[config.mk]
export PLATFORM = sky130hd
export DESIGN_NAME = pdpc_device_flat
export DESIGN_NICKNAME = d
export VERILOG_FILES = /design/src/include/pdpc_pkg.sv /design/src/include/pdpc_if.sv /design/src/hdl/pdpc_device.sv /design/src/flat_wrapper.sv
export SDC_FILE = /design/constraint.sdc
export NUM_CORES = 1
export LEC_CHECK = 0
export BUFFER_PORTS_ARGS = -buffer_cell sky130_fd_sc_hd__buf_4
export CAP_MARGIN = 20
export CORE_MARGIN = 1.5
export CORE_UTILIZATION = 50
export CTS_CLUSTER_SIZE = 16
export DETAILED_ROUTE_END_ITERATION = 7
export GPL_ROUTABILITY_DRIVEN = 1
export PLACE_DENSITY = 0.69
export SETUP_SLACK_MARGIN = 0.05
export SYNTH_ARGS = -nofsm -noshare
export SYNTH_HDL_FRONTEND = slang
export SYNTH_SLANG_ARGS = --single-unit
[constraint.sdc]
create_clock -name hclk -period 4.6 [get_ports hclk]
set_clock_uncertainty 0.15 [all_clocks]
set_input_delay 0.46 -clock hclk [delete_from_list [all_inputs] [get_ports hclk]]
set_output_delay 0.46 -clock hclk [all_outputs]
set_load 0.01 [all_outputs]
[src/include/pdpc_pkg.sv]
package pdpc_pkg;
  // management register indices
  localparam logic [4:0] PDPC_REG_CTRL = 5'h00;
  localparam logic [4:0] PDPC_REG_PLL = 5'h10;
  localparam logic [4:0] PDPC_REG_OSC = 5'h11;
  localparam logic [4:0] PDPC_REG_STRAP = 5'h16;
  localparam logic [4:0] PDPC_REG_ENERGY_DETECT_SLEEP = 5'h18;
  localparam logic [4:0] PDPC_REG_INT = 5'h1B;
  localparam logic [4:0] PDPC_REG_CABLE = 5'h1D;
  localparam logic [4:0] PDPC_REG_CTRL2 = 5'h1F;
  // control register 0 fields
  localparam int PDPC_C0_RESET = 15;
  localparam int PDPC_C0_LOOP = 14;
  localparam int PDPC_C0_SPEED = 13;
  localparam int PDPC_C0_ANEG = 12;
  localparam int PDPC_C0_PDOWN = 11;
  localparam int PDPC_C0_DUPLEX = 8;
  // other single-bit fields
  localparam int PDPC_PLL_OFF_BIT = 4;
  localparam int PDPC_SLOW_OSC_BIT = 5;
  localparam int PDPC_CHAIN_BIT = 5;
  localparam int PDPC_ENERGY_DETECT_SLEEP_OFF_BIT = 11;
  localparam int PDPC_LONG_PULSE_BIT = 0;
  localparam int PDPC_CBL_START_BIT = 15;
  localparam int PDPC_C2_MDIX_SEL = 14;
  localparam int PDPC_C2_MDIX_OFF = 13;
  localparam int PDPC_C2_PSAVE = 10;
  localparam int PDPC_C2_INT_HIGH = 9;
  localparam int PDPC_C2_RLOOP = 2;
  // interrupt status bits
  localparam int PDPC_INT_LINK_UP = 0;
  localparam int PDPC_INT_CABLE = 1;
  localparam int PDPC_INT_LINK_DOWN = 2;
  // values after reset
  localparam logic [15:0] PDPC_C0_RST_VAL = 16'h3100;
  localparam logic [15:0] PDPC_ENERGY_DETECT_SLEEP_RST_VAL = 16'h0800;
  localparam logic [15:0] PDPC_ZERO_RST_VAL = 16'h0000;
  // timing
  localparam int PDPC_CLK_MHZ = 25;
  localparam int PDPC_PULSE_US = 16000;
  localparam int PDPC_PULSE_CYCLES = PDPC_PULSE_US * PDPC_CLK_MHZ;
  localparam int PDPC_SETTLE_CYCLES = 4;
  localparam int PDPC_CHAIN_LEN = 19;
  // host register byte offsets
  localparam logic [7:0] PDPC_H_CMD = 8'h00;
  localparam logic [7:0] PDPC_H_MSTAT = 8'h04;
  localparam logic [7:0] PDPC_H_CHCTL = 8'h08;
  localparam logic [7:0] PDPC_H_CHSTAT = 8'h0C;
  // host command word fields
  localparam int PDPC_CMD_ADDR_LSB = 16;
  localparam int PDPC_CMD_WE = 24;
  localparam int PDPC_CMD_GO = 25;
endpackage : pdpc_pkg

[src/include/pdpc_if.sv]
`timescale 1ns/1ps
`default_nettype none
interface pdpc_if #(parameter int CHAIN_N = 19);
  // management access
  logic mgmt_req;
  logic mgmt_we;
  logic [4:0] mgmt_addr;
  logic [15:0] mgmt_wdata;
  logic mgmt_ack;
  logic [15:0] mgmt_rdata;
  // mac transmit and receive nibbles
  logic [3:0] mac_txd;
  logic mac_tx_en;
  logic [3:0] mac_rxd;
  logic mac_rx_dv;
  // event line and board test pins
  logic interrupt_output;
  logic chain_strap_n;
  logic [CHAIN_N-1:0] chain_in;
  logic chain_result_pin;
  modport dev (input mgmt_req, mgmt_we, mgmt_addr, mgmt_wdata, mac_txd,
    mac_tx_en, chain_strap_n, chain_in, output mgmt_ack, mgmt_rdata,
    mac_rxd, mac_rx_dv, interrupt_output, chain_result_pin);
  modport hst (output mgmt_req, mgmt_we, mgmt_addr, mgmt_wdata, mac_txd,
    mac_tx_en, chain_strap_n, chain_in, input mgmt_ack, mgmt_rdata,
    mac_rxd, mac_rx_dv, interrupt_output, chain_result_pin);
endinterface : pdpc_if
`default_nettype wire

[src/hdl/pdpc_device.sv]
`timescale 1ns/1ps
`default_nettype none
module pdpc_device #(
  parameter int CHAIN_N = pdpc_pkg::PDPC_CHAIN_LEN,
  parameter int PULSE_CYCLES = pdpc_pkg::PDPC_PULSE_CYCLES,
  parameter int CBL_W = 8
) (
  // clock and reset
  input wire logic hclk,
  input wire logic hresetn,
  // link to the host end
  pdpc_if.dev bus,
  // line side stream
  input wire logic [3:0] line_rxd,
  input wire logic line_rx_dv,
  output logic [3:0] line_txd,
  output logic line_tx_en,
  output logic link_pulse,
  // line status
  input wire logic link_up,
  input wire logic aneg_100_full,
  input wire logic cable_echo,
  // crossover control for the cable test
  output logic mdix_auto_off,
  output logic mdix_cross,
  // power controls
  output logic rx_power_on,
  output logic pll_power_on,
  output logic tx_power_on,
  output logic energy_det_on,
  output logic slow_osc_sel,
  output logic core_enable
);
  import pdpc_pkg::*;

  logic [15:0] c0_reg; // control 0
  logic [15:0] pll_reg; // pll auto-off
  logic [15:0] osc_reg; // slow oscillator
  logic [15:0] strap_reg; // chain enable
  logic [15:0] energy_detect_sleep_reg; // sleep disable
  logic [15:0] c2_reg; // control 2
  logic [7:0] int_en_reg; // interrupt enables
  logic [7:0] int_st_reg; // interrupt status
  logic [7:0] int_set; // events this cycle
  logic soft_rst_reg; // one-cycle software reset
  logic cbl_busy_reg;
  logic [CBL_W-1:0] cbl_cnt_reg;
  logic [CBL_W-1:0] cbl_res_reg;
  logic cbl_done;
  logic link_prev_reg;
  logic [15:0] rdata_next;
  logic wr;
  logic rd;
  logic pd;
  logic no_aneg_link;
  logic psave;
  logic sleep;
  logic full100;
  logic local_lb;
  logic remote_lb;
  logic strap_s1_reg;
  logic strap_s2_reg;
  logic strap_seen_reg;
  logic strap_lat_reg;
  logic [31:0] pulse_cnt_reg;
  logic [31:0] pulse_lim;
  logic [CHAIN_N:0] stage;

  assign wr = bus.mgmt_req & bus.mgmt_we;
  assign rd = bus.mgmt_req & ~bus.mgmt_we;

  // register writes; software reset returns each register written here to defaults
  always_ff @(posedge hclk or negedge hresetn)
  begin
    if (!hresetn)
    begin
      c0_reg <= PDPC_C0_RST_VAL;
      pll_reg <= PDPC_ZERO_RST_VAL;
      osc_reg <= PDPC_ZERO_RST_VAL;
      strap_reg <= PDPC_ZERO_RST_VAL;
      energy_detect_sleep_reg <= PDPC_ENERGY_DETECT_SLEEP_RST_VAL;
      c2_reg <= PDPC_ZERO_RST_VAL;
      int_en_reg <= 8'h00;
    end
    else if (soft_rst_reg)
    begin
      c0_reg <= PDPC_C0_RST_VAL;
      pll_reg <= PDPC_ZERO_RST_VAL;
      osc_reg <= PDPC_ZERO_RST_VAL;
      strap_reg <= PDPC_ZERO_RST_VAL;
      energy_detect_sleep_reg <= PDPC_ENERGY_DETECT_SLEEP_RST_VAL;
      c2_reg <= PDPC_ZERO_RST_VAL;
      int_en_reg <= 8'h00;
    end
    else if (wr)
    begin
      case (bus.mgmt_addr)
        PDPC_REG_CTRL: c0_reg <= bus.mgmt_wdata & 16'h7FFF;
        PDPC_REG_PLL: pll_reg <= bus.mgmt_wdata;
        PDPC_REG_OSC: osc_reg <= bus.mgmt_wdata;
        PDPC_REG_STRAP: strap_reg <= bus.mgmt_wdata;
        PDPC_REG_ENERGY_DETECT_SLEEP: energy_detect_sleep_reg <= bus.mgmt_wdata;
        PDPC_REG_CTRL2: c2_reg <= bus.mgmt_wdata;
        PDPC_REG_INT: int_en_reg <= bus.mgmt_wdata[15:8];
        default: ; // other indices are not held here
      endcase
    end
  end

  // software reset pulse; self-clearing so it reads back zero
  always_ff @(posedge hclk or negedge hresetn)
  begin
    if (!hresetn)
      soft_rst_reg <= 1'b0;
    else
      soft_rst_reg <= wr && bus.mgmt_addr == PDPC_REG_CTRL
        && bus.mgmt_wdata[PDPC_C0_RESET];
  end

  // cable test: count cycles to the echo, the count is the distance
  always_ff @(posedge hclk or negedge hresetn)
  begin
    if (!hresetn)
    begin
      cbl_busy_reg <= 1'b0;
      cbl_cnt_reg <= '0;
      cbl_res_reg <= '0;
    end
    else if (!cbl_busy_reg)
    begin
      // start only while idle; a start during a run is ignored
      if (wr && bus.mgmt_addr == PDPC_REG_CABLE
          && bus.mgmt_wdata[PDPC_CBL_START_BIT])
      begin
        cbl_busy_reg <= 1'b1;
        cbl_cnt_reg <= '0;
      end
    end
    else if (cbl_done)
    begin
      cbl_busy_reg <= 1'b0;
      cbl_res_reg <= cbl_cnt_reg;
    end
    else
      cbl_cnt_reg <= cbl_cnt_reg + 1'b1;
  end
  // an open cable never echoes, so the count saturates
  assign cbl_done = cbl_busy_reg & (cable_echo | (&cbl_cnt_reg));
  assign mdix_auto_off = c2_reg[PDPC_C2_MDIX_OFF];
  assign mdix_cross = c2_reg[PDPC_C2_MDIX_SEL];

  // interrupt events
  always_comb
  begin
    int_set = 8'h00;
    int_set[PDPC_INT_LINK_UP] = link_up & ~link_prev_reg;
    int_set[PDPC_INT_LINK_DOWN] = ~link_up & link_prev_reg;
    int_set[PDPC_INT_CABLE] = cbl_done;
  end

  // status clears on read, a new event in the same cycle survives
  always_ff @(posedge hclk or negedge hresetn)
  begin
    if (!hresetn)
    begin
      int_st_reg <= 8'h00;
      link_prev_reg <= 1'b0;
    end
    else
    begin
      link_prev_reg <= link_up;
      if (rd && bus.mgmt_addr == PDPC_REG_INT)
        int_st_reg <= int_set;
      else
        int_st_reg <= int_st_reg | int_set;
    end
  end
  assign bus.interrupt_output = (|(int_st_reg & int_en_reg))
    ~^ c2_reg[PDPC_C2_INT_HIGH];

  // read mux
  always_comb
  begin
    case (bus.mgmt_addr)
      PDPC_REG_CTRL: rdata_next = c0_reg;
      PDPC_REG_PLL: rdata_next = pll_reg;
      PDPC_REG_OSC: rdata_next = osc_reg;
      PDPC_REG_STRAP: rdata_next = strap_reg;
      PDPC_REG_ENERGY_DETECT_SLEEP: rdata_next = energy_detect_sleep_reg;
      PDPC_REG_CTRL2: rdata_next = c2_reg;
      PDPC_REG_INT: rdata_next = {int_en_reg, int_st_reg};
      PDPC_REG_CABLE: rdata_next = {cbl_busy_reg, 7'h00, 8'(cbl_res_reg)};
      default: rdata_next = 16'h0000;
    endcase
  end

  // management answers one cycle after the request, even in power down
  always_ff @(posedge hclk or negedge hresetn)
  begin
    if (!hresetn)
    begin
      bus.mgmt_ack <= 1'b0;
      bus.mgmt_rdata <= 16'h0000;
    end
    else
    begin
      bus.mgmt_ack <= bus.mgmt_req;
      if (bus.mgmt_req)
        bus.mgmt_rdata <= rdata_next;
    end
  end

  // power state
  assign pd = c0_reg[PDPC_C0_PDOWN];
  assign no_aneg_link = c0_reg[PDPC_C0_ANEG] & ~link_up;
  assign psave = c2_reg[PDPC_C2_PSAVE] & no_aneg_link;
  assign sleep = ~energy_detect_sleep_reg[PDPC_ENERGY_DETECT_SLEEP_OFF_BIT] & no_aneg_link;
  assign core_enable = ~pd;
  assign rx_power_on = ~pd & ~psave & ~sleep;
  assign pll_power_on = ~pd & ~(sleep & pll_reg[PDPC_PLL_OFF_BIT]);
  assign tx_power_on = ~pd;
  assign energy_det_on = ~pd;
  assign slow_osc_sel = osc_reg[PDPC_SLOW_OSC_BIT];

  // link pulses while asleep; the long-interval bit doubles the gap
  assign pulse_lim = energy_detect_sleep_reg[PDPC_LONG_PULSE_BIT]
    ? 32'(2 * PULSE_CYCLES - 1) : 32'(PULSE_CYCLES - 1);
  always_ff @(posedge hclk or negedge hresetn)
  begin
    if (!hresetn)
    begin
      pulse_cnt_reg <= 32'h0000_0000;
      link_pulse <= 1'b0;
    end
    else if (!sleep || pd)
    begin
      pulse_cnt_reg <= 32'h0000_0000;
      link_pulse <= 1'b0;
    end
    else
    begin
      link_pulse <= pulse_cnt_reg == pulse_lim;
      pulse_cnt_reg <= (pulse_cnt_reg == pulse_lim)
        ? 32'h0000_0000 : pulse_cnt_reg + 32'h0000_0001;
    end
  end

  // loopback selection
  assign full100 = c0_reg[PDPC_C0_ANEG] ? aneg_100_full
    : (c0_reg[PDPC_C0_SPEED] & c0_reg[PDPC_C0_DUPLEX]);
  assign local_lb = c0_reg[PDPC_C0_LOOP] & ~pd;
  assign remote_lb = c2_reg[PDPC_C2_RLOOP] & full100 & link_up & ~pd;

  // data paths; a held-off path sends idle
  always_ff @(posedge hclk or negedge hresetn)
  begin
    if (!hresetn)
    begin
      bus.mac_rxd <= 4'h0;
      bus.mac_rx_dv <= 1'b0;
      line_txd <= 4'h0;
      line_tx_en <= 1'b0;
    end
    else
    begin
      if (local_lb)
      begin
        bus.mac_rxd <= bus.mac_txd;
        bus.mac_rx_dv <= bus.mac_tx_en;
      end
      else
      begin
        bus.mac_rxd <= line_rxd & {4{rx_power_on & ~remote_lb}};
        bus.mac_rx_dv <= line_rx_dv & rx_power_on & ~remote_lb;
      end
      if (remote_lb)
      begin
        line_txd <= line_rxd;
        line_tx_en <= line_rx_dv;
      end
      else
      begin
        line_txd <= bus.mac_txd & {4{~local_lb & ~pd}};
        line_tx_en <= bus.mac_tx_en & ~local_lb & ~pd;
      end
    end
  end

  // strap pin: synchronised, but caught on the first edge after reset release, before the synchroniser passes the pin, so it latches low
  always_ff @(posedge hclk or negedge hresetn)
  begin
    if (!hresetn)
    begin
      strap_s1_reg <= 1'b1;
      strap_s2_reg <= 1'b1;
      strap_seen_reg <= 1'b0;
      strap_lat_reg <= 1'b0;
    end
    else
    begin
      strap_s1_reg <= bus.chain_strap_n;
      strap_s2_reg <= strap_s1_reg;
      strap_seen_reg <= 1'b1;
      if (!strap_seen_reg)
        strap_lat_reg <= ~strap_s2_reg;
    end
  end

  // nand chain, seed high so each pin low flips the whole tail
  assign stage[0] = 1'b1;
  genvar gi;
  generate
    for (gi = 0; gi < CHAIN_N; gi++)
    begin : g_chain
      assign stage[gi+1] = ~(bus.chain_in[gi] & stage[gi]);
    end
  endgenerate
  // odd lengths get a final inversion so all-high reads high
  assign bus.chain_result_pin = (strap_lat_reg | strap_reg[PDPC_CHAIN_BIT])
    & (stage[CHAIN_N] ^ 1'(CHAIN_N % 2));
endmodule : pdpc_device
`default_nettype wire

[src/flat_wrapper.sv]
// flat-port wrapper written by rule: the top's interface ports become plain ports
module pdpc_device_flat import pdpc_pkg::*;
#(
  parameter int CHAIN_N = pdpc_pkg::PDPC_CHAIN_LEN,
  parameter int PULSE_CYCLES = pdpc_pkg::PDPC_PULSE_CYCLES,
  parameter int CBL_W = 8
)
  (hclk, hresetn, line_rxd, line_rx_dv, line_txd, line_tx_en, link_pulse, link_up, aneg_100_full, cable_echo, mdix_auto_off, mdix_cross, rx_power_on, pll_power_on, tx_power_on, energy_det_on, slow_osc_sel, core_enable, bus_mgmt_req, bus_mgmt_we, bus_mgmt_addr, bus_mgmt_wdata, bus_mac_txd, bus_mac_tx_en, bus_chain_strap_n, bus_chain_in, bus_mgmt_ack, bus_mgmt_rdata, bus_mac_rxd, bus_mac_rx_dv, bus_interrupt_output, bus_chain_result_pin);
  pdpc_if #(.CHAIN_N(CHAIN_N)) bus_i ();
  input wire logic hclk;
  input wire logic hresetn;
  input wire logic [3:0] line_rxd;
  input wire logic line_rx_dv;
  output logic [3:0] line_txd;
  output logic line_tx_en;
  output logic link_pulse;
  input wire logic link_up;
  input wire logic aneg_100_full;
  input wire logic cable_echo;
  output logic mdix_auto_off;
  output logic mdix_cross;
  output logic rx_power_on;
  output logic pll_power_on;
  output logic tx_power_on;
  output logic energy_det_on;
  output logic slow_osc_sel;
  output logic core_enable;
  input wire logic [$bits(bus_i.mgmt_req)-1:0] bus_mgmt_req;
  input wire logic [$bits(bus_i.mgmt_we)-1:0] bus_mgmt_we;
  input wire logic [$bits(bus_i.mgmt_addr)-1:0] bus_mgmt_addr;
  input wire logic [$bits(bus_i.mgmt_wdata)-1:0] bus_mgmt_wdata;
  input wire logic [$bits(bus_i.mac_txd)-1:0] bus_mac_txd;
  input wire logic [$bits(bus_i.mac_tx_en)-1:0] bus_mac_tx_en;
  input wire logic [$bits(bus_i.chain_strap_n)-1:0] bus_chain_strap_n;
  input wire logic [$bits(bus_i.chain_in)-1:0] bus_chain_in;
  output wire logic [$bits(bus_i.mgmt_ack)-1:0] bus_mgmt_ack;
  output wire logic [$bits(bus_i.mgmt_rdata)-1:0] bus_mgmt_rdata;
  output wire logic [$bits(bus_i.mac_rxd)-1:0] bus_mac_rxd;
  output wire logic [$bits(bus_i.mac_rx_dv)-1:0] bus_mac_rx_dv;
  output wire logic [$bits(bus_i.interrupt_output)-1:0] bus_interrupt_output;
  output wire logic [$bits(bus_i.chain_result_pin)-1:0] bus_chain_result_pin;
  assign bus_i.mgmt_req = bus_mgmt_req;
  assign bus_i.mgmt_we = bus_mgmt_we;
  assign bus_i.mgmt_addr = bus_mgmt_addr;
  assign bus_i.mgmt_wdata = bus_mgmt_wdata;
  assign bus_i.mac_txd = bus_mac_txd;
  assign bus_i.mac_tx_en = bus_mac_tx_en;
  assign bus_i.chain_strap_n = bus_chain_strap_n;
  assign bus_i.chain_in = bus_chain_in;
  assign bus_mgmt_ack = bus_i.mgmt_ack;
  assign bus_mgmt_rdata = bus_i.mgmt_rdata;
  assign bus_mac_rxd = bus_i.mac_rxd;
  assign bus_mac_rx_dv = bus_i.mac_rx_dv;
  assign bus_interrupt_output = bus_i.interrupt_output;
  assign bus_chain_result_pin = bus_i.chain_result_pin;
  pdpc_device #(.CHAIN_N(CHAIN_N), .PULSE_CYCLES(PULSE_CYCLES), .CBL_W(CBL_W)) u_core (.hclk(hclk), .hresetn(hresetn), .bus(bus_i), .line_rxd(line_rxd), .line_rx_dv(line_rx_dv), .line_txd(line_txd), .line_tx_en(line_tx_en), .link_pulse(link_pulse), .link_up(link_up), .aneg_100_full(aneg_100_full), .cable_echo(cable_echo), .mdix_auto_off(mdix_auto_off), .mdix_cross(mdix_cross), .rx_power_on(rx_power_on), .pll_power_on(pll_power_on), .tx_power_on(tx_power_on), .energy_det_on(energy_det_on), .slow_osc_sel(slow_osc_sel), .core_enable(core_enable));
endmodule
## Word level (Yosys, flattened, before mapping)

Cells that the tools add are included.

| storage, ports and cells | value |
|---|---|
| register bits after elaboration | 195 |
| logic and storage cells | 180 |

| operators by class | value |
|---|---|
| add/sub/neg operators | 2 |
| equality and inequality tests | 9 |
| mux-type cells | 38 |
| bitwise gates (word level) | 78 |
| reductions and logical operators | 28 |

Operator list:

| kind | count |
|---|---|
| 2-to-1 mux 16 bit | 18 |
| one-hot mux 16 bit (8 select lines) | 1 |
| 2-to-1 mux 32 bit | 2 |
| 2-to-1 mux 8 bit | 7 |
| AND 1 bit | 42 |
| == test 5 bit, second input constant | 7 |
| adder 32 x 1 -> 32 bit, second input constant | 1 |
| == test 32 bit | 1 |
| inverter 1 bit | 29 |
| 2-to-1 mux 20 bit | 1 |
| AND reduction 2 bit | 9 |
| nonzero test 2 bit | 9 |
| adder 8 x 1 -> 8 bit, second input constant | 1 |
| AND 4 bit | 2 |
| AND 8 bit | 1 |
| 2-to-1 mux 4 bit | 2 |
| bitwise OR 8 x 3 -> 8 bit | 1 |
| AND reduction 8 bit | 1 |
| OR reduction 8 bit | 1 |
| 2-to-1 mux 1 bit | 7 |
| logical AND 1 bit | 5 |
| logical NOT 5 bit | 1 |
| != test 2 bit, second input constant | 1 |
| bitwise OR 1 bit | 2 |
| other kinds (3) | 3 |

## Longest topological paths before layout

Gate-level depths: netlist of run 1.

| logic depth | value |
|---|---|
| depth after elaboration | 37 |
| mapped depth | 9 |

## Least setup slack after synthesis of run 1

OpenSTA, ideal clock, no wires.

| timing path | value |
|---|---|
| path kind | input to register |
| from | in bus_mgmt_addr[1] |
| to | reg u_core.c0_reg[11] |
| arrival | 1.929 ns |
| data required time | 4.314 ns |
| path slack | 2.385 ns |
| cell stages on the path | 8 |
| cells stage by stage | buf_4 or4_4 buf_6 or3_1 buf_2 buf_6 nand2_1 a21oi_1 |

| between the ends | value |
|---|---|
| longest elaborated chain between the ends | 3 |

RTL lines:

| item | RTL line | text |
|---|---|---|
| start: declaration | flat_wrapper.sv:30 | `input wire logic [$bits(bus_i.mgmt_addr)-1:0] bus_mgmt_addr;` |
| logical NOT 5 bit | pdpc_device.sv:97 | `case (bus.mgmt_addr)` |
| nonzero test 2 bit (no source line) | - |  |
| AND reduction 2 bit (no source line) | - |  |
| end signal: assignment | pdpc_device.sv:98 | `PDPC_REG_CTRL: c0_reg <= bus.mgmt_wdata & 16'h7FFF;` |
| end: declaration | pdpc_device.sv:36 | `logic [15:0] c0_reg;` |

Every way passes these cells.
A chain may end at the register's enable or synchronous reset.

## Worst setup path in the final report of run 1

| timing path | value |
|---|---|
| from | in bus_mgmt_addr[4] |
| to | reg u_core.int_st_reg[2] |

| between the ends | value |
|---|---|
| longest elaborated chain between the ends | 3 |

RTL lines:

| item | RTL line | text |
|---|---|---|
| == test 5 bit | pdpc_device.sv:172 | `if (rd && bus.mgmt_addr == PDPC_REG_INT)` |
| logical AND 1 bit | pdpc_device.sv:172 |  |
| 2-to-1 mux 8 bit | pdpc_device.sv:172 |  |
| end signal: assignment | pdpc_device.sv:173 | `int_st_reg <= int_set;` |
| end signal: assignment | pdpc_device.sv:175 | `int_st_reg <= int_st_reg \| int_set;` |
| end: declaration | pdpc_device.sv:43 | `logic [7:0] int_st_reg;` |

Every way passes these cells.

==> metrics.csv, run 1 <==
stage,metric,value,unit
status,status,"complete, but fails checks",
status,violations,hold timing,
critical_path,crit_end,u_core.int_st_reg[2],
drt,viasPerCell,5.779,
pwr,p_per_area,371.9,mW/mm2
floorplan,io_pins,96,
synth,yosysWarnings,0,
critical_path,worstPathArrival,2.63,ns
floorplan,initial_utilization,0.5126,
pwr,power_leakage,4.504,nW
clock_tree,cts.path.max_buffers,2,
synth,yosysMostFrequentCell,nand2_1,
sta,rsz0062_at_grt,false,
critical_path,r2r_cells,6,
layout,drive_above_1_share,0.1629,
layout,multiInputGateArea,0.003764,mm2
synth,synthTopCellsByCount,"nand2_1, dfrtp_1, a21oi_1",
synth,ys_seq_area_frac,0.5343,
grt,grt_max_degree,110,
sta,final_max_slew_viol_count,0,
synth,synth_edf_count,0,
pwr,power,3.839,mW
clock_tree,clkTransAtPathRegs,0.06,ns
synth,ys.flop_type,dfrtp_1,
grt,antenna_found_initial,0,
worst_hold_path,hold_path_class,primary input to async pin,
critical_path,end_kind,flip-flop,
sta,fin_crit_sh,0.5374,
critical_path,worstSetupPathType,primary input to flip-flop,
layout,area_delta_synth_final,16.43,%
drt,ant_nets,0,
sta,min_period,2.472,ns
synth,ys_ff_latch,189,
synth,synth_area,0.008866,mm2
synth,synth_top_area_share,0.5165,
grt,grt_pass1_wl,37370,um
layout,largest_register_ffs,32,
drt,drt_iter0_markers,618,
synth,synth_cells,936,
placement,dpl.hpwl,15360,um
clock_tree,numCtsBuffers,17,
critical_path,crit_required,4.75,ns
synth,synth_cell_type_count,55,
floorplan,die_h,136.2,um
placement,io_buffer_count,95,
floorplan,rows,48,
layout,final_core_util,0.5968,
clock_tree,cts.sinks,189,
pwr,ir_worst_vdd,285.3,uV
layout,seqCellArea,0.004738,mm2
sta,worstMarginPinSlew,1.120,ns
clock_tree,clockRootBuffer,clkbuf_16,
layout,n_antenna_cell,0,
drt,drc,0,
clock_tree,cts-htree-levels,4,
drt,wire_per_inst,18.71,um
drt,first_pass_iters,5,
layout,layout.nets,1066,
drt,wirelength,23280,um
floorplan,die_x,136.2,um
synth,synth_top_area_cell,dfrtp_1,
clock_tree,cts-resized-gates,0,
critical_path,critical_path_peak_fanout,25,
floorplan,design.core.area,0.01730,mm2
sta,whs,-0.02650,ns
clock_tree,cts_tree,done,
drt,vias,7189,
critical_path,setup.worst_path.start_class,primary input,
critical_path,rr_endpoint,u_core.pulse_cnt_reg[18],
critical_path,r2r-start,u_core.pulse_cnt_reg[17],
floorplan,die-area,0.01854,mm2
sta,setup_total_negative_slack,0,ns
grt,gr-total-overflow,0,
sta,fmax,404.5,MHz
synth,synth_fp_nets,996,
grt,grt_pass1_vias,6968,
job,cap_violations,0,
sta,setup_viol,0,
synth,synthArstFlopShare,1.000,
grt,track_usage,0.2626,
critical_path,regToRegSetupSlack,2.14,ns
sta,max-slew-margin-rel,0.2492,
critical_path,setup.worst_path.start,bus_mgmt_addr[4],
synth,avgSynthCellArea,9.472,um2
synth,yosys-top-cells-area,"dfrtp_1, nand2_1, a21oi_1, mux2i_1, nor2_1",
sta,hold_viol_final,12,
clock_tree,clock_latency,0.44,ns
placement,gp_congestion,0.8164,
layout,nFillCells,1528,
## how the worst min path moves through the flow
| stage | slack, ns | endpoint |
|---|---|---|
| floorplan | 0.01 | u_core.bus.mac_rx_dv |
| global placement | 0.20 | u_core.strap_s2_reg |
| detailed placement | 0.20 | u_core.strap_s2_reg |
| CTS | 0.008 | u_core.bus.mac_rxd[0] |
| global route | 0.02 | u_core.link_prev_reg |
| finish | -0.03 | u_core.bus.mac_rxd[2] |
## layout by cell type (no fill, tap or decap), types with 3 or more instances in the layout
cell       count
nor3_1        10
clkbuf_1       3
nand2_1      190
nand4_1       12
xor2_1        20
a22oi_1       28
nand3b_1       7
a22o_1         6
clkbuf_16     17
a222oi_1       5
nand2b_1       3
nor2_1        90
nor4_1         5
dfrtp_1      182
inv_1         25
nor2b_1        4
dfstp_2        6
o22ai_1       16
mux2i_1       39
o21ai_0        9
and3_1        28
a21oi_1      101
and2_1         4
or3_1          3
or3b_2         5
nand4b_1       4
mux2_2         8
buf_4        104
xnor2_1       14
clkinv_2       4
nand3_1       18
bufinv_16      3
and4_1         3
## metal layers
metal,GRT usage,part of all wire,vias to the layer above
li1,-,-,3356
met1,0.3582,0.44,3557
met2,0.4133,0.48,247
met3,0.05444,0.062,29
met4,0.1005,0.018,0
met5,0,0,-
## power breakdown
group	switching, mW	internal [mW]	total (mW)
Clock	0.636	0.869	1.50
Combinational	0.228	0.192	0.419
Sequential	0.100	1.81	1.91
## metrics by stage
stage / setup WS [ns] / instance area, um2 / cells
2_1_floorplan: 2.385 / 8866 / 936
3_3_place_gp: 1.765 / 9672 / 1209
3_5_place_dp: 1.748 / 9719 / 1211
4_1_cts: 2.115 / 10320 / 1244
5_1_grt: 2.003 / 10320 / 1244
6_report: 2.128 / 10320 / 1244
## worst max-delay path, cell delays in order
cell	delay (ns)
buf_4	0.34
nand3b_1	0.26
nor2_1	0.89
nand3b_1	0.37
nand2_1	0.18
o21ai_0	0.10
## cells by family (layout without fill, tap and decap cells)
group                    Yosys count  count (layout)  share of synthesized area
XOR/XNOR                          34              34                    0.03359
AND/OR/NAND/NOR                  403             403                     0.2127
buffers and inverters             82             165                    0.04191
AO/OA/AOI/OAI                    178             178                     0.1201
multiplexers                      47              47                    0.05419
flip-flops                       189             189                     0.5343
adder cells (fa/ha/maj)            2               2                   0.002822
other                              1               1                  0.0004230
## timing repair
| action | in CTS | in global routing |
|---|---|---|
| hold endpoints to repair | 1 | 0 |
| setup buffers | 0 | 0 |
| hold buffers | 1 | 0 |
## cell type report
type | count | area share
well taps | 225 | 0.02727
clock buffers | 21 | 0.04364
inverters | 25 | 0.009091
flip-flops and latches | 189 | 0.4590
clock inverters | 11 | 0.01382
multi-input cells | 665 | 0.3646
repair buffers | 108 | 0.08255
Note: power is estimated with default switching activity, not from simulation.
==> run 2, diff against run 1 <==
--- a/config.mk
+++ b/config.mk
@@ -5,6 +5,7 @@
 export SDC_FILE = /design/constraint.sdc
 export NUM_CORES = 1
 export LEC_CHECK = 0
+export ABC_AREA = 1
 export BUFFER_PORTS_ARGS = -buffer_cell sky130_fd_sc_hd__buf_4
 export CAP_MARGIN = 20
 export CORE_MARGIN = 1.5
==> constraint.sdc (replaced) <==
create_clock -name hclk -period 2.4 [get_ports hclk]
set_clock_uncertainty 0.15 [all_clocks]
set_input_delay 0.24 -clock hclk [delete_from_list [all_inputs] [get_ports hclk]]
set_output_delay 0.24 -clock hclk [all_outputs]
set_load 0.01 [all_outputs]
==> run 2 against run 1 <==
Effect of this change: the run now ends clean; flip-flop and latch count unchanged; final area up 2.2%; final cell count up 7.2%; register-to-register slack worse by 2.0 ns; first-iteration DRC count down 15%; critical path depth up 9; synthesized cell count up 3.0%; sequential share of layout area down 1.0 points; wire length down 4.6%; largest cell class unchanged.
==> metrics.csv, run 2 <==
stage,metric,value,unit,change
critical_path,end_kind,flip-flop,,
clock_tree,cts-htree-levels,4,,unchanged
critical_path,path_common_cell,nor2_4,,
layout,largest_register_ffs,32,,unchanged
critical_path,r2r-start,u_core.pulse_cnt_reg[0],,
synth,synth_top_family_by_area,simple AND/OR/NAND/NOR gates,,
floorplan,die-area,0.01788,mm2,-3.5%
critical_path,setup.worst_path.start_class,flip-flop,,
drt,first_pass_iters,5,,unchanged
sta,fin_crit_sh,0.9301,,
pwr,combPwrFrac,0.143,,+0.034
pwr,power,7.765,mW,+100%
layout,area_delta_synth_final,23.50,%,
critical_path,r2r_cells,15,,+9
floorplan,die_x,133.7,um,-1.8%
clock_tree,numCtsBuffers,17,,unchanged
grt,track_usage,0.2633,,+0.0007655
synth,synthArstFlopShare,1.000,,unchanged
synth,synth_cell_type_count,52,,-5.5%
sta,fin_ws,0.1679,ns,-1.960 ns
synth,synthTopCellsByCount,"nand2_1, dfrtp_1, o21ai_0",,
critical_path,slowest_stage,dfrtp_1,,
layout,n_antenna_cell,0,,unchanged
synth,synthXorXnorAreaFrac,0.01435,,-0.01924
clock_tree,cts.sinks,189,,unchanged
floorplan,die_h,133.7,um,-1.8%
placement,dpl.hpwl,15210,um,-1.0%
sta,min_period,2.232,ns,
clock_tree,cts_tree,done,,
sta,rsz0062_at_grt,true,,
critical_path,rr_endpoint,u_core.pulse_cnt_reg[28],,
critical_path,worstPathArrival,2.42,ns,-0.21 ns
floorplan,io_pins,96,,unchanged
worst_hold_path,hold_start,bus_mgmt_wdata[7],,
placement,dp_slack,0.09038,ns,-1.658 ns
floorplan,rows,47,,-2.1%
synth,yosysMostFrequentCell,nand2_1,,
synth,ys.flop_type,dfrtp_1,,
synth,synth_edf_count,0,,unchanged
placement,gp_congestion,0.8432,,+3.3%
grt,grt_pass1_vias,6998,,+0.43%
synth,synth_compound_area_frac,0.1432,,+0.02312
sta,fmax,448.0,MHz,
grt,grt_pass1_wl,36280,um,-2.9%
sta,final_max_slew_viol_count,0,,unchanged
synth,synth_top_area_share,0.5359,,+0.01944
layout,seqCellArea,0.004737,mm2,about the same
grt,grt_max_degree,59,,-46%
critical_path,crit_required,2.59,ns,-2.16 ns
synth,synth_fp_nets,1024,,+2.8%
sta,max-slew-margin-rel,0.5119,,+0.2627
pwr,ir_worst_vdd,504.4,uV,+77%
critical_path,critical_path_peak_fanout,4,,-84%
layout,layout.nets,1161,,+8.9%
clock_tree,cts.path.max_buffers,2,,unchanged
drt,vias,7205,,+0.22%
grt,gr-total-overflow,0,,unchanged
synth,avgSynthCellArea,8.864,um2,-6.4%
synth,ys_ff_latch,189,,unchanged
layout,multiInputGateArea,0.003318,mm2,-12%
drt,drt_iter0_markers,527,,-15%
clock_tree,clockRootBuffer,clkbuf_16,,
sta,setup_viol,0,,unchanged
grt,antenna_found_initial,0,,unchanged
critical_path,worstSetupPathType,flip-flop to flip-flop,,
synth,synth-simple-area-share,0.2104,,-0.002247
job,cap_violations,0,,unchanged
drt,drc,0,,unchanged
layout,drive_above_1_share,0.2083,,+0.04535
synth,synth_area,0.008544,mm2,-3.6%
critical_path,cpPeakStageDelay,0.39,ns,-0.50 ns
drt,wirelength,22200,um,-4.6%
clock_tree,clock_latency,0.45,ns,about the same
drt,viasPerCell,5.401,,-6.5%
synth,synth_top_area_cell,dfrtp_1,,
synth,yosysWarnings,0,,unchanged
synth,synth_cells,964,,+3.0%
status,status,completed,,
sta,hold_viol_final,0,,-12
layout,nFillCells,1411,,-7.7%
worst_hold_path,hold_path_class,primary input to flip-flop,,
pwr,pwr-share-seq,0.502,,+0.003
drt,ant_nets,0,,unchanged
worst_hold_path,holdPathStages,3,,
critical_path,crit_chain,ha_2 -> nand2_2 -> nor2_4 -> nand2_2 -> nor2_4 -> nand2_2 -> nor2_4 -> inv_2 -> nor2_4 -> nand3b_4 -> nor2_4 -> inv_2 -> nor2_2 -> a21oi_1 -> o21a_1,,
sta,whs,0.02739,ns,+0.05389 ns
drt,wire_per_inst,16.64,um,-11%
worst_hold_path,whs_endpoint,u_core.c0_reg[7],,
sta,worstMarginPinSlew,0.7321,ns,-0.3880 ns
placement,postPlaceCellArea,0.009669,mm2,-0.51%
pwr,p_per_area,735.9,mW/mm2,+98%
floorplan,design.core.area,0.01664,mm2,-3.8%
layout,layout_commonest_cell,nand2_1,,
layout,final_cell_mix,"nand2_1, dfrtp_1, o21ai_0",,
critical_path,regToRegSetupSlack,0.17,ns,-1.97 ns
pwr,switching_share,0.2901,,+0.03908
floorplan,initial_utilization,0.5134,,+0.0008333
placement,io_buffer_count,95,,unchanged
clock_tree,clkTransAtPathRegs,0.08,ns,+0.02 ns
pwr,power_leakage,4.929,nW,+9.4%
pwr,power_switching,2.253,mW,+130%
synth,synthMuxAreaShare,0.01186,,-0.04233
synth,ys_seq_area_frac,0.5544,,+0.02011
synth,synth-adder-area-share,0.002929,,+0.0001062
pwr,p_int,5.513,mW,+92%
synth,yosys-top-cells-area,"dfrtp_1, nand2_1, o21ai_0, inv_1, nor2_1",,
pwr,power.share.clock,0.355,,-0.037
layout,final_area,0.01055,mm2,+2.2%
-- run 2: changes by cell type in the layout (fill, tap and decap cells not counted), sizes merged, moves of 27 or more --
cell   before  now
a21oi     101   33
inv        26  106
nand2     190  237
o21ai      11  137
mux2i      39    0
and3       28    1
-- run 2: per-layer routing --
| metal | GRT usage | part of all wire |
|---|---|---|
| met5 | 0 | 0 |
| met4 | 0.09300 | 0.023 |
| met3 | 0.05365 | 0.057 |
| met2 | 0.4195 | 0.48 |
| met1 | 0.3599 | 0.44 |
-- run 2: per-stage QoR --
stage	utilization	std cells	setup TNS [ns]
floorplan	-	964	0
global placement	0.5810	1272	0
detailed placement	0.5810	1272	0
CTS	0.6299	1328	0
global route	0.6341	1334	-0.04004
finish	0.6341	1334	0
-- run 2: area by class of cell --
class,count,share of cell area
inverters,99,0.03569
well taps,220,0.02608
multi-input cells,640,0.3144
clock buffers,17,0.04031
repair buffers,154,0.1206
flip-flops and latches,189,0.4489
clock inverters,15,0.01399
-- run 2: what timing repair did --
action	in CTS	in global routing
endpoints found under the setup margin	0	14
gates resized for setup	0	6
setup buffers	0	6
endpoints found under the hold margin	189	0
hold buffers	24	0
-- run 2: power groups by stage --
stage                     clock network (mW)  registers (mW)  logic (mW)
after detailed placement                   0            3.94        1.05
final                                   2.75            3.90        1.11
after global placement                     0            3.93        1.02
after global routing                    2.93            3.94        1.27
after floorplan                            0            3.91       0.558
after CTS                               2.79            3.89        1.10
-- run 2: cells by family after synthesis --
| kind of cell | Yosys count |
|---|---|
| XOR/XNOR | 14 |
| adder cells (fa/ha/maj) | 2 |
| AO/OA/AOI/OAI | 216 |
| buffers and inverters | 135 |
| other | 1 |
| flip-flops | 189 |
| AND/OR/NAND/NOR | 398 |
| multiplexers | 9 |
-- run 2: worst max-delay path, delay by kind of cell (launching register included) --
kind	cells	cell delay, ns
AOI/OAI and AO/OA	2	0.17
adders and majority gates	1	0.21
buffers and inverters	2	0.10
DFF	1	0.39
and+or+nand+nor	10	1.10
-- run 2: worst max-delay path by stage --
stage                            startpoint                        to  cells past startpoint
floorplan           u_core.pulse_cnt_reg[0]  u_core.pulse_cnt_reg[28]                     15
global placement           bus_mgmt_addr[4]         u_core.osc_reg[9]                      9
detailed placement         bus_mgmt_addr[4]        u_core.osc_reg[13]                      9
CTS                 u_core.pulse_cnt_reg[0]  u_core.pulse_cnt_reg[28]                     15
global route        u_core.pulse_cnt_reg[0]  u_core.pulse_cnt_reg[28]                     15
finish              u_core.pulse_cnt_reg[0]  u_core.pulse_cnt_reg[28]                     15
==> run 3, diff against run 2 <==
--- a/config.mk
+++ b/config.mk
@@ -5,7 +5,6 @@
 export SDC_FILE = /design/constraint.sdc
 export NUM_CORES = 1
 export LEC_CHECK = 0
-export ABC_AREA = 1
 export BUFFER_PORTS_ARGS = -buffer_cell sky130_fd_sc_hd__buf_4
 export CAP_MARGIN = 20
 export CORE_MARGIN = 1.5
==> run 3 against run 2 <==
Effect of this change: register-to-register slack improved by 0.08 ns; first-iteration DRC count up 8.2%; non-clock buffer count increased by 7; sequential share of layout area decreased by 1.3 points; via count increased by 0.90%; die area rose by 3.7%; sequential power shrank 6.2%; critical path depth is 9 lower; critical path type unchanged; largest cell class unchanged.
==> metrics.csv, run 3 (synthesis results as in run 1) <==
stage,metric,value,unit,change
floorplan,io_pins,96,,unchanged
drt,first_pass_iters,5,,unchanged
critical_path,r2r-start,u_core.pulse_cnt_reg[0],,
layout,layout_commonest_cell,nand2_1,,
floorplan,die-area,0.01854,mm2,+3.7%
clock_tree,cts.sinks,189,,unchanged
drt,ant_nets,0,,unchanged
critical_path,end_kind,flip-flop,,
sta,max-slew-margin-rel,0.4430,,-0.06888
drt,wire_per_inst,17.78,um,+6.9%
critical_path,worstPathArrival,2.33,ns,-0.09 ns
sta,fin_ws,0.2519,ns,+0.08409 ns
critical_path,setup.worst_path.start_class,flip-flop,,
layout,final_core_util,0.6286,,-0.005471
pwr,pwr-share-seq,0.493,,-0.009
critical_path,r2r_cells,6,,-9
sta,setup_total_negative_slack,0,ns,unchanged
drt,wirelength,23070,um,+3.9%
placement,dpl.hpwl,15410,um,+1.3%
drt,vias,7270,,+0.90%
grt,antenna_found_initial,0,,unchanged
floorplan,rows,48,,+2.1%
clock_tree,cts-htree-levels,4,,unchanged
worst_hold_path,whs_endpoint,u_core.pll_reg[15],,
critical_path,worstSetupPathType,flip-flop to flip-flop,,
layout,layout.nets,1119,,-3.6%
layout,final_cell_mix,"nand2_1, dfrtp_1, buf_4",,
pwr,power_switching,1.960,mW,-13%
layout,final_area,0.01087,mm2,+3.0%
pwr,power.share.clock,0.392,,+0.037
grt,grt_pass1_vias,7154,,+2.2%
drt,viasPerCell,5.605,,+3.8%
sta,final_max_slew_viol_count,0,,unchanged
critical_path,critical_path_peak_fanout,4,,unchanged
worst_hold_path,hold_start,bus_mgmt_addr[4],,
sta,worstMarginPinSlew,0.8278,ns,+0.09569 ns
floorplan,design.core.area,0.01730,mm2,+3.9%
clock_tree,cts.path.max_buffers,2,,unchanged
floorplan,die_h,136.2,um,+1.8%
worst_hold_path,hold_path_class,primary input to flip-flop,,
critical_path,regToRegSetupSlack,0.25,ns,+0.08 ns
grt,gr-total-overflow,0,,unchanged
layout,drive_above_1_share,0.1800,,-0.02822
clock_tree,cts_tree,done,,
sta,min_period,2.148,ns,-0.08409 ns
clock_tree,post-cts-setup-buffers,0,,unchanged
sta,fin_crit_sh,0.8950,,-0.03504
grt,track_usage,0.2618,,-0.001548
layout,n_antenna_cell,0,,unchanged
sta,hold_viol_final,0,,unchanged
floorplan,initial_utilization,0.5126,,-0.0008333
sta,setup_viol,0,,unchanged
clock_tree,clock_latency,0.44,ns,about the same
clock_tree,clockRootBuffer,clkbuf_16,,
placement,io_buffer_count,95,,unchanged
pwr,power_leakage,4.757,nW,-3.5%
pwr,switching_share,0.2641,,-0.02601
job,cap_violations,0,,unchanged
drt,drt_iter0_markers,570,,+8.2%
clock_tree,clkTransAtPathRegs,0.07,ns,about the same
sta,fmax,465.5,MHz,+3.9%
clock_tree,numCtsBuffers,17,,unchanged
floorplan,die_x,136.2,um,+1.8%
pwr,p_int,5.462,mW,-0.92%
placement,gp_congestion,0.8351,,-0.96%
grt,grt_pass1_wl,37190,um,+2.5%
worst_hold_path,holdPathStages,4,,+1
critical_path,rr_endpoint,u_core.pulse_cnt_reg[20],,
layout,area_delta_synth_final,22.64,%,
placement,dp_slack,0.2332,ns,+0.1428 ns
pwr,p_per_area,682.6,mW/mm2,-7.2%
pwr,combPwrFrac,0.115,,-0.028
critical_path,crit_required,2.58,ns,about the same
drt,drc,0,,unchanged
layout,largest_register_ffs,32,,unchanged
sta,whs,0.04835,ns,+0.02096 ns
status,status,completed,,
pwr,ir_worst_vdd,537.8,uV,+6.6%
grt,grt_max_degree,59,,unchanged
placement,postPlaceCellArea,0.009955,mm2,+3.0%
sta,rsz0062_at_grt,false,,
-- run 3: cell count changes in the layout (fill, tap and decap cells not counted), sizes merged, moves of 8 or more --
| cell | previous run | this run |
|---|---|---|
| a22oi | 9 | 28 |
| and3 | 1 | 28 |
| a21oi | 33 | 101 |
| inv | 106 | 29 |
| xor2 | 12 | 20 |
| nand2 | 237 | 190 |
| mux2i | 0 | 39 |
| o22ai | 3 | 16 |
| o21ai | 137 | 11 |
| xnor2 | 2 | 14 |
| a221oi | 14 | 0 |
-- run 3: layer usage --
layer	global-route usage	share of wire
met1	0.3574	0.44
met2	0.4139	0.47
met3	0.04661	0.060
met4	0.1082	0.026
met5	0	0
-- run 3: repair_timing --
| action | 4_1_cts | 5_1_grt |
|---|---|---|
| gates resized for setup | 0 | 1 |
| hold buffers | 30 | 0 |
| hold endpoints to repair | 168 | 0 |
| setup endpoints to repair | 0 | 1 |
-- run 3: worst max path at each step --
stage / cells past startpoint / from / to
global placement: 6 / u_core.pulse_cnt_reg[0] / u_core.pulse_cnt_reg[22]
detailed placement: 6 / u_core.pulse_cnt_reg[0] / u_core.pulse_cnt_reg[22]
floorplan: 6 / u_core.pulse_cnt_reg[17] / u_core.pulse_cnt_reg[22]
CTS: 6 / u_core.pulse_cnt_reg[0] / u_core.pulse_cnt_reg[22]
global route: 6 / u_core.pulse_cnt_reg[0] / u_core.pulse_cnt_reg[20]
finish: 6 / u_core.pulse_cnt_reg[0] / u_core.pulse_cnt_reg[20]
-- run 3: cell type report --
| class | instances | area (um2) |
|---|---|---|
| Tap cell | 225 | 281.5 |
| Sequential cell | 189 | 4738 |
| Timing Repair Buffer | 161 | 1378 |
| Fill cell | 1476 | 6424 |
| Clock inverter | 14 | 182.7 |
| Clock buffer | 18 | 429.2 |
| Multi-Input combinational cell | 665 | 3770 |
| Inverter | 25 | 93.84 |
-- run 3: power by group through the flow --
| stage | Clock [mW] | Sequential, mW | Combinational [mW] |
|---|---|---|---|
| 2_1_floorplan | 0 | 3.68 | 0.435 |
| 3_3_place_gp | 0 | 3.71 | 0.800 |
| 3_5_place_dp | 0 | 3.72 | 0.821 |
| 4_1_cts | 2.95 | 3.66 | 0.862 |
| 5_1_grt | 3.07 | 3.69 | 0.958 |
| 6_report | 2.91 | 3.66 | 0.854 |
-- run 3: per-stage QoR --
step / cells / power, mW
3_3_place_gp: 1235 / 4.507
2_1_floorplan: 936 / 4.114
4_1_cts: 1297 / 7.472
3_5_place_dp: 1235 / 4.537
5_1_grt: 1297 / 7.714
6_report: 1297 / 7.422
-- run 3: critical path, stage by stage (launching register included) --
cell,delay (ns)
dfrtp_1,0.39
ha_1,0.24
nand4_1,0.17
or4_1,0.66
nor3_1,0.22
xnor2_1,0.15
nor2_1,0.05
